===== config.mk =====
export PLATFORM = sky130hd
export DESIGN_NAME = prioritized_interrupt_controller
export DESIGN_NICKNAME = d
export VERILOG_FILES = /design/src/prioritized_interrupt_controller.v /design/src/level_arbiter.v
export VERILOG_INCLUDE_DIRS = /design/src /design/src/src
export SDC_FILE = /design/constraint.sdc
export NUM_CORES = 1
export LEC_CHECK = 0
export BUFFER_PORTS_ARGS = -buffer_cell sky130_fd_sc_hd__buf_4
export CORE_MARGIN = 1
export CORE_UTILIZATION = 50
export CTS_CLUSTER_DIAMETER = 60
export DETAILED_ROUTE_END_ITERATION = 6
export HOLD_SLACK_MARGIN = 0.06
export PLACE_DENSITY = 0.76
export REMOVE_ABC_BUFFERS = 1
export SLEW_MARGIN = 20
export SYNTH_ARGS = -nofsm -noshare
export SYNTH_HDL_FRONTEND = slang
export SYNTH_SLANG_ARGS = --single-unit

===== constraint.sdc =====
create_clock -name hclk -period 29.1 [get_ports hclk]
set_input_delay 1.455 -clock hclk [delete_from_list [all_inputs] [get_ports hclk]]
set_output_delay 1.455 -clock hclk [all_outputs]
set_load 0.005 [all_outputs]

===== src/irq_ctrl_defs.vh =====
// Constants for the prioritized interrupt controller
`ifndef IRQ_CTRL_DEFS_VH
`define IRQ_CTRL_DEFS_VH

`define NUM_SRC 10
`define NUM_LVL 4

// Source index is also the polling position
`define SRC_PIN_A 4'h0
`define SRC_TMR0 4'h1
`define SRC_PIN_B 4'h2
`define SRC_TMR1 4'h3
`define SRC_SERIAL 4'h4
`define SRC_TMR2 4'h5
`define SRC_CNT_ARRAY 4'h6
`define SRC_KEYBOARD 4'h7
`define SRC_SPI 4'h8
`define SRC_TWO_WIRE 4'h9

`define VEC_PIN_A 16'h0003
`define VEC_TMR0 16'h000B
`define VEC_PIN_B 16'h0013
`define VEC_TMR1 16'h001B
`define VEC_SERIAL 16'h0023
`define VEC_TMR2 16'h002B
`define VEC_CNT_ARRAY 16'h0033
`define VEC_SPI 16'h0043
`define VEC_KEYBOARD 16'h004B
`define VEC_TWO_WIRE 16'h0053
`define VEC_NONE 16'h0000

// Register byte offsets
`define OFS_ENABLE 12'h000
`define OFS_PRIO_LOW 12'h004
`define OFS_PRIO_HIGH 12'h008
`define OFS_STATUS 12'h00C
`define OFS_VECTOR 12'h010

// Field positions
`define EN_GLOBAL_BIT 15
`define ST_PEND_LSB 0
`define ST_INSV_LSB 16
`define ST_REQ_BIT 24

`define RST_ENABLE 16'h0000
`define RST_PRIO 10'h000

`endif


===== src/prioritized_interrupt_controller.v =====
// Ten-source, four-level interrupt controller with AHB-Lite registers
`timescale 1ns/1ps
`default_nettype none
`include "irq_ctrl_defs.vh"
module prioritized_interrupt_controller (
  input wire hclk,
  input wire hresetn,
  input wire ce,
  input wire hsel,
  input wire [11:0] haddr,
  input wire [1:0] htrans,
  input wire hwrite,
  input wire [2:0] hsize,
  input wire [31:0] hwdata,
  input wire hready,
  output wire hreadyout,
  output wire hresp,
  output reg [31:0] hrdata,
  input wire ext_irq_pin_a_n,
  input wire ext_irq_pin_b_n,
  input wire tmr0_irq,
  input wire tmr1_irq,
  input wire tmr2_irq,
  input wire serial_irq,
  input wire spi_irq,
  input wire keyboard_irq,
  input wire counter_array_irq,
  input wire two_wire_irq,
  output reg irq_req,
  output reg [15:0] irq_vector,
  output reg [1:0] irq_level,
  input wire irq_ack,
  input wire irq_return
);
  localparam N = `NUM_SRC;

  function [15:0] vec_of;
    input [3:0] idx;
    begin
      case (idx)
        `SRC_PIN_A: vec_of = `VEC_PIN_A;
        `SRC_TMR0: vec_of = `VEC_TMR0;
        `SRC_PIN_B: vec_of = `VEC_PIN_B;
        `SRC_TMR1: vec_of = `VEC_TMR1;
        `SRC_SERIAL: vec_of = `VEC_SERIAL;
        `SRC_TMR2: vec_of = `VEC_TMR2;
        `SRC_CNT_ARRAY: vec_of = `VEC_CNT_ARRAY;
        `SRC_KEYBOARD: vec_of = `VEC_KEYBOARD;
        `SRC_SPI: vec_of = `VEC_SPI;
        `SRC_TWO_WIRE: vec_of = `VEC_TWO_WIRE;
        default: vec_of = `VEC_NONE;
      endcase
    end
  endfunction

  // Highest set in-service bit, plus whether any is set
  function [2:0] top_level;
    input [3:0] insv;
    begin
      if (insv[3])
        top_level = 3'b111;
      else if (insv[2])
        top_level = 3'b110;
      else if (insv[1])
        top_level = 3'b101;
      else if (insv[0])
        top_level = 3'b100;
      else
        top_level = 3'b000;
    end
  endfunction

  // Word offset of a byte address; sub-word bits ignored
  function [11:0] word_ofs;
    input [11:0] addr;
    begin
      word_ofs = {addr[11:2], 2'b00};
    end
  endfunction

  // Pins are asynchronous: two flops before use
  reg [1:0] pin_a_sync_q;
  reg [1:0] pin_b_sync_q;
  always @(posedge hclk or negedge hresetn) begin
    if (!hresetn) begin
      pin_a_sync_q <= 2'h3;
      pin_b_sync_q <= 2'h3;
    end else if (ce) begin
      pin_a_sync_q <= {pin_a_sync_q[0], ext_irq_pin_a_n};
      pin_b_sync_q <= {pin_b_sync_q[0], ext_irq_pin_b_n};
    end
  end

  wire [N-1:0] raw_req;
  assign raw_req = {two_wire_irq, spi_irq, keyboard_irq, counter_array_irq,
                    tmr2_irq, serial_irq, tmr1_irq, ~pin_b_sync_q[1],
                    tmr0_irq, ~pin_a_sync_q[1]};

  reg [15:0] enable_q;
  reg [N-1:0] prio_low_q;
  reg [N-1:0] prio_high_q;
  reg [3:0] insv_q;
  reg [3:0] insv_d;

  wire [N-1:0] pend;
  assign pend = raw_req & enable_q[N-1:0]
              & {N{enable_q[`EN_GLOBAL_BIT]}};

  wire found;
  wire [3:0] win_idx;
  wire [1:0] win_lvl;
  level_arbiter #(.N(N)) u_arb (
    .req(pend),
    .prio_high(prio_high_q),
    .prio_low(prio_low_q),
    .found(found),
    .win_idx(win_idx),
    .win_lvl(win_lvl)
  );

  // In-service tracking: ack pushes the offered level, return pops top
  reg [2:0] top_cur;
  always @* begin
    insv_d = insv_q;
    top_cur = top_level(insv_q);
    if (irq_return && top_cur[2])
      insv_d[top_cur[1:0]] = 1'b0;
    if (irq_ack && irq_req)
      insv_d[irq_level] = 1'b1;
  end

  // Offer only when strictly above the running level; level 3 never beaten
  reg [2:0] top_nxt;
  reg offer;
  always @* begin
    top_nxt = top_level(insv_d);
    offer = found && (!top_nxt[2] || win_lvl > top_nxt[1:0]);
  end

  always @(posedge hclk or negedge hresetn) begin
    if (!hresetn) begin
      insv_q <= 4'h0;
      irq_req <= 1'b0;
      irq_vector <= `VEC_NONE;
      irq_level <= 2'h0;
    end else if (ce) begin
      insv_q <= insv_d;
      irq_req <= offer;
      irq_vector <= offer ? vec_of(win_idx) : `VEC_NONE;
      irq_level <= offer ? win_lvl : 2'h0;
    end
  end

  // AHB-Lite slave, zero wait states; stalls while frozen
  reg wr_pend_q;
  reg [11:0] wr_addr_q;
  wire take;
  assign take = hsel & htrans[1] & hready & ce;
  assign hreadyout = ce;
  assign hresp = 1'b0;

  always @(posedge hclk or negedge hresetn) begin
    if (!hresetn) begin
      wr_pend_q <= 1'b0;
      wr_addr_q <= 12'h000;
      hrdata <= 32'h00000000;
    end else if (ce) begin
      wr_pend_q <= take & hwrite;
      wr_addr_q <= haddr;
      if (take && !hwrite) begin
        case (word_ofs(haddr))
          `OFS_ENABLE: hrdata <= {16'h0000, enable_q};
          `OFS_PRIO_LOW: hrdata <= {22'h000000, prio_low_q};
          `OFS_PRIO_HIGH: hrdata <= {22'h000000, prio_high_q};
          `OFS_STATUS: hrdata <= {7'h00, irq_req, 4'h0, insv_q,
                                  6'h00, pend};
          `OFS_VECTOR: hrdata <= {14'h0000, irq_level, irq_vector};
          default: hrdata <= 32'h00000000;
        endcase
      end
    end
  end

  always @(posedge hclk or negedge hresetn) begin
    if (!hresetn) begin
      enable_q <= `RST_ENABLE;
      prio_low_q <= `RST_PRIO;
      prio_high_q <= `RST_PRIO;
    end else if (ce && wr_pend_q) begin
      case (word_ofs(wr_addr_q))
        `OFS_ENABLE:
          enable_q <= {hwdata[`EN_GLOBAL_BIT], 5'h00, hwdata[N-1:0]};
        `OFS_PRIO_LOW: prio_low_q <= hwdata[N-1:0];
        `OFS_PRIO_HIGH: prio_high_q <= hwdata[N-1:0];
        default: enable_q <= enable_q;
      endcase
    end
  end
endmodule // prioritized_interrupt_controller
`default_nettype wire


===== src/level_arbiter.v =====
// Picks the highest-level request, earliest polling position on a tie
`timescale 1ns/1ps
`default_nettype none
module level_arbiter #(
  parameter N = 10
) (
  input wire [N-1:0] req,
  input wire [N-1:0] prio_high,
  input wire [N-1:0] prio_low,
  output reg found,
  output reg [3:0] win_idx,
  output reg [1:0] win_lvl
);
  integer i;
  always @* begin
    found = 1'b0;
    win_idx = 4'h0;
    win_lvl = 2'h0;
    for (i = 0; i < N; i = i + 1) begin
      // Strictly greater keeps the earlier poll slot on equal level
      if (req[i] &&
          (!found || {prio_high[i], prio_low[i]} > win_lvl)) begin
        found = 1'b1;
        win_idx = i[3:0];
        win_lvl = {prio_high[i], prio_low[i]};
      end
    end
  end
endmodule // level_arbiter
`default_nettype wire


==> run metrics, run 1 <==
Post-synth ARST share 100%; Final Max Tran Viols 0; CP Max Fanout 9; Placer Congestion 0.894; mux share of post-synthesis cell area between 10% and 20%; antenna violations before repair 0; syn_area_per_cell 9.68 um2; #FFs+latches synth 74; DRC Markers 0; Die Footprint around 9700 um2; antenna fix cells 0; Top cell by count, worst path ha_1; Total Power 0.198 mW; final layout net count around 630; Pre-antenna DRT Iters 5; Final Hold Viols 0; vias in the first global route approximately 3.7k; final setup violation count 0; cells resized by post-CTS repair 0; worst slew pin tran between 0.9 and 1 ns; post-route antenna net violation count 0; Worst path top cell family by delay compound AO/OA/AOI/OAI gates; PnR worst setup slack 15.55 ns; setup bufs post-CTS 0; initial DRC count around 220; hold buffer count at CTS 0; routed via count about 3.8k; Slowest Stage Delay on Critical Path 0.52 ns; XOR/XNOR share of the synthesized area 0%; EDFF count, synth 0; max-cap violation count 0; starting density of the core 52.5%; final setup TNS 0 ns; dpl hpwl roughly 8.3 mm; fmax approximately 74 MHz; post-synthesis compound-gate area fraction ~17%; adder-cell share of the synthesized area 5.04%; RSZ-0062 raised after global routing no; crit end category register; Netlist Area Pre-Place 4670 um2; Yosys cell types 67; Tmin final 13.56 ns; Critical-path top delay cell a21oi_1; clock-pin slew on the worst setup and hold paths about 0.07 ns; Yosys top cell by area dfrtp_1; Non-Filler Instances around 650; crit start category input pin; DR WL/cell 17.0 um; Total Wirelength between 10 and 15 mm; average via count per standard cell just under 6; total core area 8890 um2; Chip Width 98.6 um; worst min path class register to register; Cells after DPL 640; clk_lat worst skew around 0.35 ns; Slew headroom a little under two fifths; simple-gate portion of the synthesized area roughly 16%; dominant synthesized flop cell dfrtp_1; Num CTS Buffers 9; clock skew approximately 0.013 ns; Seq/Total Area, Yosys between 30% and 40%; grt total ovfl 0; Peak supply drop approximately 0.022 mV; Total GRT Usage a little under a quarter; port bufs 65; crit path buf inv count 3; Rows 34; share of the synthesized area in the top cell type 37.5%; largest family of logic cells by synthesized area compound AO/OA/AOI/OAI gates; WP data arrival 13.81 ns; Synthesis Warnings 0; leakage roughly 2.5 nW; fillers just under 800; cell count after synthesis around 480; clock sinks between 70 and 80; Pwr per Cell Area approximately 37 nW/um2; first-pass GRT wire length approximately 18 mm; root buffer cell clkbuf_8; Setup Slack @ Placement 15.35 ns; fin crit share 46.6%; clk buf depth 2; largest net degree at the start of global routing 75; CP Class input pin to register; TritonCTS clock tree done; status finished, final reports clean; Ports 120; ratio of cells with drive above 1 in the final layout between 20% and 30%; area grow syn2layout 13.4%; Die H roughly 99 um; Critical Path RT slightly below 30 ns; H-tree depth 3; top cells by area, synth dfrtp_1, mux2_2, buf_4
[state kept, by name, summed over array words and instances (netlist names)]
register,count
prio_low_q,10
irq_req,1
irq_vector,5
hrdata,16
insv_q,4
irq_level,2
wr_addr_q,10
prio_high_q,10
pin_a_sync_q,2
wr_pend_q,1
enable_q,11
pin_b_sync_q,2
[layout make-up]
| cell class | count | area, um2 | share of cell area, % |
|---|---|---|---|
| inverter | 28 | 105 | 1.99 |
| timing repair buffer | 68 | 510 | 9.65 |
| multi-input combinational | 362 | 2520 | 47.7 |
| clock inverter | 3 | 17.5 | 0.331 |
| clock buffer | 11 | 141 | 2.67 |
| sequential | 74 | 1860 | 35.1 |
| tap | 108 | 135 | 2.56 |
[worst min-delay path, stage by stage, from the launching register on]
cell and delay, ns:
dfrtp_1 0.35, nand2_1 0.05, nand2_1 0.05
[power by group]
part	leakage, nW	switching (mW)	internal, mW
clock network	0.0810	0.0367	0.0321
logic	1.42	0.00957	0.00952
registers	0.987	0.00244	0.107
total	2.49	0.0487	0.149
[metal layers]
| layer | global-route usage [%] | part of all wire [%] | up-vias |
|---|---|---|---|
| li1 | - | - | 1799 |
| met1 | 31.8 | 46 | 1821 |
| met2 | 38.5 | 47 | 143 |
| met3 | 3.33 | 4.6 | 23 |
| met4 | 9.76 | 2.3 | 0 |
| met5 | 0 | 0 | - |
[cell families (layout without fill, tap and decap cells)]
logic type                 count (synthesis)  count (layout)
buffers and inverters                     72             110
other                                      1              27
adders and majority gates                 19              19
muxes                                     57              57
and+or+nand+nor                          147             147
DFF                                       74              74
AOI/OAI and AO/OA                        112             112
[synth_stat cells (6+ instances only)]
master	instances
o21ai_0	30
nand3_1	15
mux2i_1	6
buf_4	30
nor2_1	25
and2_1	6
a21oi_1	14
mux2_2	46
o22ai_1	6
dfrtp_1	70
clkbuf_1	8
and3_1	7
ha_1	18
nor3_1	8
nor2b_1	9
inv_1	28
nand2_1	55
a31oi_1	6
[cell usage in the layout (no fill, tap or decap), drive strengths merged, types with 6 or more instances in the layout]
cell     n
nor2b    9
conb    27
clkbuf  11
a21oi   15
ha      18
mux2i    6
and2     7
nand2   56
dfrtp   70
inv     28
a31oi    9
o22ai    6
and3     7
buf     68
nor2    25
nand3   15
mux2    47
o21ai   33
nor3     8
[final timing paths]
kind / start / to / slack (ns) / depth (start not counted)
worst max-delay path: tmr0_irq / irq_vector[5] / 15.55 / 63
worst min-delay path: hrdata[24] / hrdata[24] / 0.47 / 2
worst max register to register: enable_q[0] / irq_vector[5] / 15.68 / 66
worst min register to register: hrdata[24] / hrdata[24] / 0.47 / 2
max in group asynchronous: hresetn / enable_q[8] / 27.23 / 1
min in group asynchronous: hresetn / enable_q[2] / 1.23 / 1
[per-stage QoR]
step | hold WS [ns] | instance area, um2 | utilization (%)
after detailed placement | 0.466 | 5130 | 57.7
after global placement | 0.451 | 5130 | 57.7
after CTS | 0.482 | 5290 | 59.5
after floorplan | 0.463 | 4480 | -
after global routing | 0.511 | 5290 | 59.5
final | 0.473 | 5290 | 59.5
(Power assumes the default switching activity.)
==> run 2: changes to the inputs <==
Settings changed: CORE_UTILIZATION 50 to 49, PLACE_DENSITY 0.76 to 0.78.
Clock period 29.1 ns to 11.2 ns, I/O delays scaled along.
==> run 2 against run 1 <==
Compared with the run above:
- the run now ends with setup timing left
- non-clock buffer count up 55
- sequential cell count unchanged
- total power increased to 2.8 times the previous value
- utilization grew 6.9 points
- first-iteration DRC count is 42% higher
- final cell count is 12% higher
- routed wire length increased by 18%
- die area rose by 2.0%
- clock power rose to 3.1 times the previous value
- sequential power grew to 2.6 times the previous value
- clock skew shrank 0.0018 ns
- highest routed layer unchanged
==> run metrics, run 2 (same netlist as run 1, synthesis figures left out) <==
crit end category register; crit start category register; max-cap violation count 0 (unchanged); Power Internal 0.409 mW (+170%); CP Class register to register; placed inst area 5430 um2 (+5.8%); Rows 35 (+2.9%); Final Max Tran Viols 0 (unchanged); average via count per standard cell 5.79 (about the same); PnR worst setup slack -0.169 ns (-15.71 ns); area grow syn2layout 31.5%; design area 6140 um2 (+16%); Top cell by count, worst path a21oi_2; Critical-path top delay cell dfrtp_1; Chip Width 99.6 um (+0.99%); most frequent cells in the layout buf_4, dfrtp_1, nand2_1, mux2_2, conb_1; DRC Markers 0 (unchanged); ratio of cells with drive above 1 in the final layout 44.4% (+17 points); grt total ovfl 0 (unchanged); Num CTS Buffers 9 (unchanged); fmax between 80 and 90 MHz; clock sinks 74 (unchanged); clock-pin slew on the worst setup and hold paths 0.08 ns (about the same); commonest non-fill, non-tap cell in the layout buf_4; Hold WS 0.336 ns (-0.137 ns); fin crit share 102%; largest net degree at the start of global routing 75 (unchanged); Slowest Stage Delay on Critical Path 0.37 ns (-0.15 ns); part of the power in combinational logic 9.4% (-0.3 points); Psw 0.145 mW (+200%); H-tree depth 3 (unchanged); RSZ-0062 raised after global routing yes; antenna fix cells 0 (unchanged); biggest regs hrdata (16), enable_q (11); Tmin final between 10 and 15 ns; Ports 120 (unchanged); TritonCTS clock tree done; Total GRT Usage 25.0% (+1.4 points); worst slew pin tran 0.930 ns (-0.0139 ns); WP data arrival 11.64 ns (-2.17 ns); Pwr per Cell Area 90.3 nW/um2 (+140%); final setup TNS -0.497 ns (-0.497 ns); Total Power 0.554 mW (+180%); vias in the first global route 3986 (+9.2%); final layout net count 683 (+8.8%); Sw Ratio 26.2% (+1.5 points); clk buf depth 2 (unchanged); Slew headroom 38.0% (+0.92 points); CP Max Fanout 5 (-4); Peak supply drop 0.0719 mV (+220%); Die H 99.6 um (+0.99%); DR WL/cell 17.9 um (+5.6%); Largest Register hrdata; first-pass GRT wire length 19.3 mm (+7.7%); status complete, but fails checks; post-route antenna net violation count 0 (unchanged); Placer Congestion 0.947 (+6.0%); routed via count 4239 (+12%); starting density of the core 50.5% (-2.0 points); root buffer cell clkbuf_8; initial DRC count 306 (+42%); Flop pwr share 51.5% (-4.0 points); Largest register FFs 16 (unchanged); Total Wirelength 13.1 mm (+18%); final setup violation count 6 (+6); dpl hpwl 8.49 mm (+1.7%); Critical Path RT 11.47 ns (-17.89 ns); antenna violations before repair 0 (unchanged); port bufs 65 (unchanged); leakage 2.89 nW (+16%); worst min path class input pin to asynchronous set/reset pin; clock share of power 39.1% (+4.3 points); clock skew 0.0114 ns (-0.00178 ns); clk_lat worst skew 0.37 ns (+0.02 ns); Die Footprint 9920 um2 (+2.0%); Pre-antenna DRT Iters 5 (unchanged); failing checks setup timing; Final Hold Viols 0 (unchanged); hold buffer count at CTS 0 (unchanged); total core area 9240 um2 (+3.9%)
## run 2: changes by cell type in the layout (fill, tap and decap cells not counted), moves of 8 or more
cell / previous run / this run
ha_1: 18 / 9
o21ai_0: 30 / 20
a21oi_1: 14 / 6
a21oi_2: 1 / 9
buf_4: 68 / 121
o21ai_2: 0 / 8
## run 2: cell type report
| cell class | count | area, um2 |
|---|---|---|
| Fill cell | 705 | 3100 |
| Multi-Input combinational cell | 362 | 2880 |
| Sequential cell | 74 | 1860 |
| Timing Repair Buffer | 123 | 931 |
| Tap cell | 129 | 161 |
| Clock buffer | 9 | 124 |
| Inverter | 28 | 105 |
| Clock inverter | 7 | 76.3 |
## run 2: metrics by stage
step,utilization (%),cells,setup slack [ns]
3_5_place_dp,58.7,697,-0.573
4_1_cts,62.4,721,0.00724
2_1_floorplan,-,464,-0.485
3_3_place_gp,58.7,697,-0.183
5_1_grt,66.4,732,-0.699
6_report,66.4,732,-0.169
## run 2: critical path: cells and delay by family, from the launching register on
| kind | cells | cell delay [ns] |
|---|---|---|
| muxes | 2 | 0.67 |
| buffers and inverters | 4 | 0.35 |
| adders and majority gates | 10 | 2.60 |
| and+or+nand+nor | 16 | 1.85 |
| AOI/OAI and AO/OA | 35 | 5.40 |
| DFF | 1 | 0.37 |
## run 2: worst paths after layout
path                                 start         endpoint  slack [ns]  cells after the start
setup reg to reg               enable_q[0]    irq_vector[5]       -0.17                     67
setup / recovery               enable_q[0]    irq_vector[5]       -0.17                     67
max in group asynchronous          hresetn     irq_level[1]       10.28                      1
min in group hclk          ext_irq_pin_b_n  pin_b_sync_q[0]        0.43                      2
hold / removal                     hresetn      enable_q[3]        0.34                      1
hold reg to reg                 hrdata[19]       hrdata[19]        0.48                      2
## run 2: per-layer routing
layer  vias up  track usage, %  wire (um)
met5         -               0          0
met4         0            9.28        423
met3        54            5.13        790
met2       186            42.3       6550
met1      2091            31.7       5350
li1       1908               -          -
## run 2: repair_timing
item,in CTS,in global routing
buffers inserted,8,11
endpoints found under the setup margin,8,8
pin swaps,15,48
gates resized for setup,20,64
## run 2: power groups by stage
stage | Combinational [mW] | Sequential, mW | Clock (mW)
6_report | 0.0522 | 0.285 | 0.216
5_1_grt | 0.0575 | 0.287 | 0.231
4_1_cts | 0.0516 | 0.285 | 0.218
3_5_place_dp | 0.0513 | 0.290 | 0
3_3_place_gp | 0.0494 | 0.290 | 0
2_1_floorplan | 0.0179 | 0.289 | 0
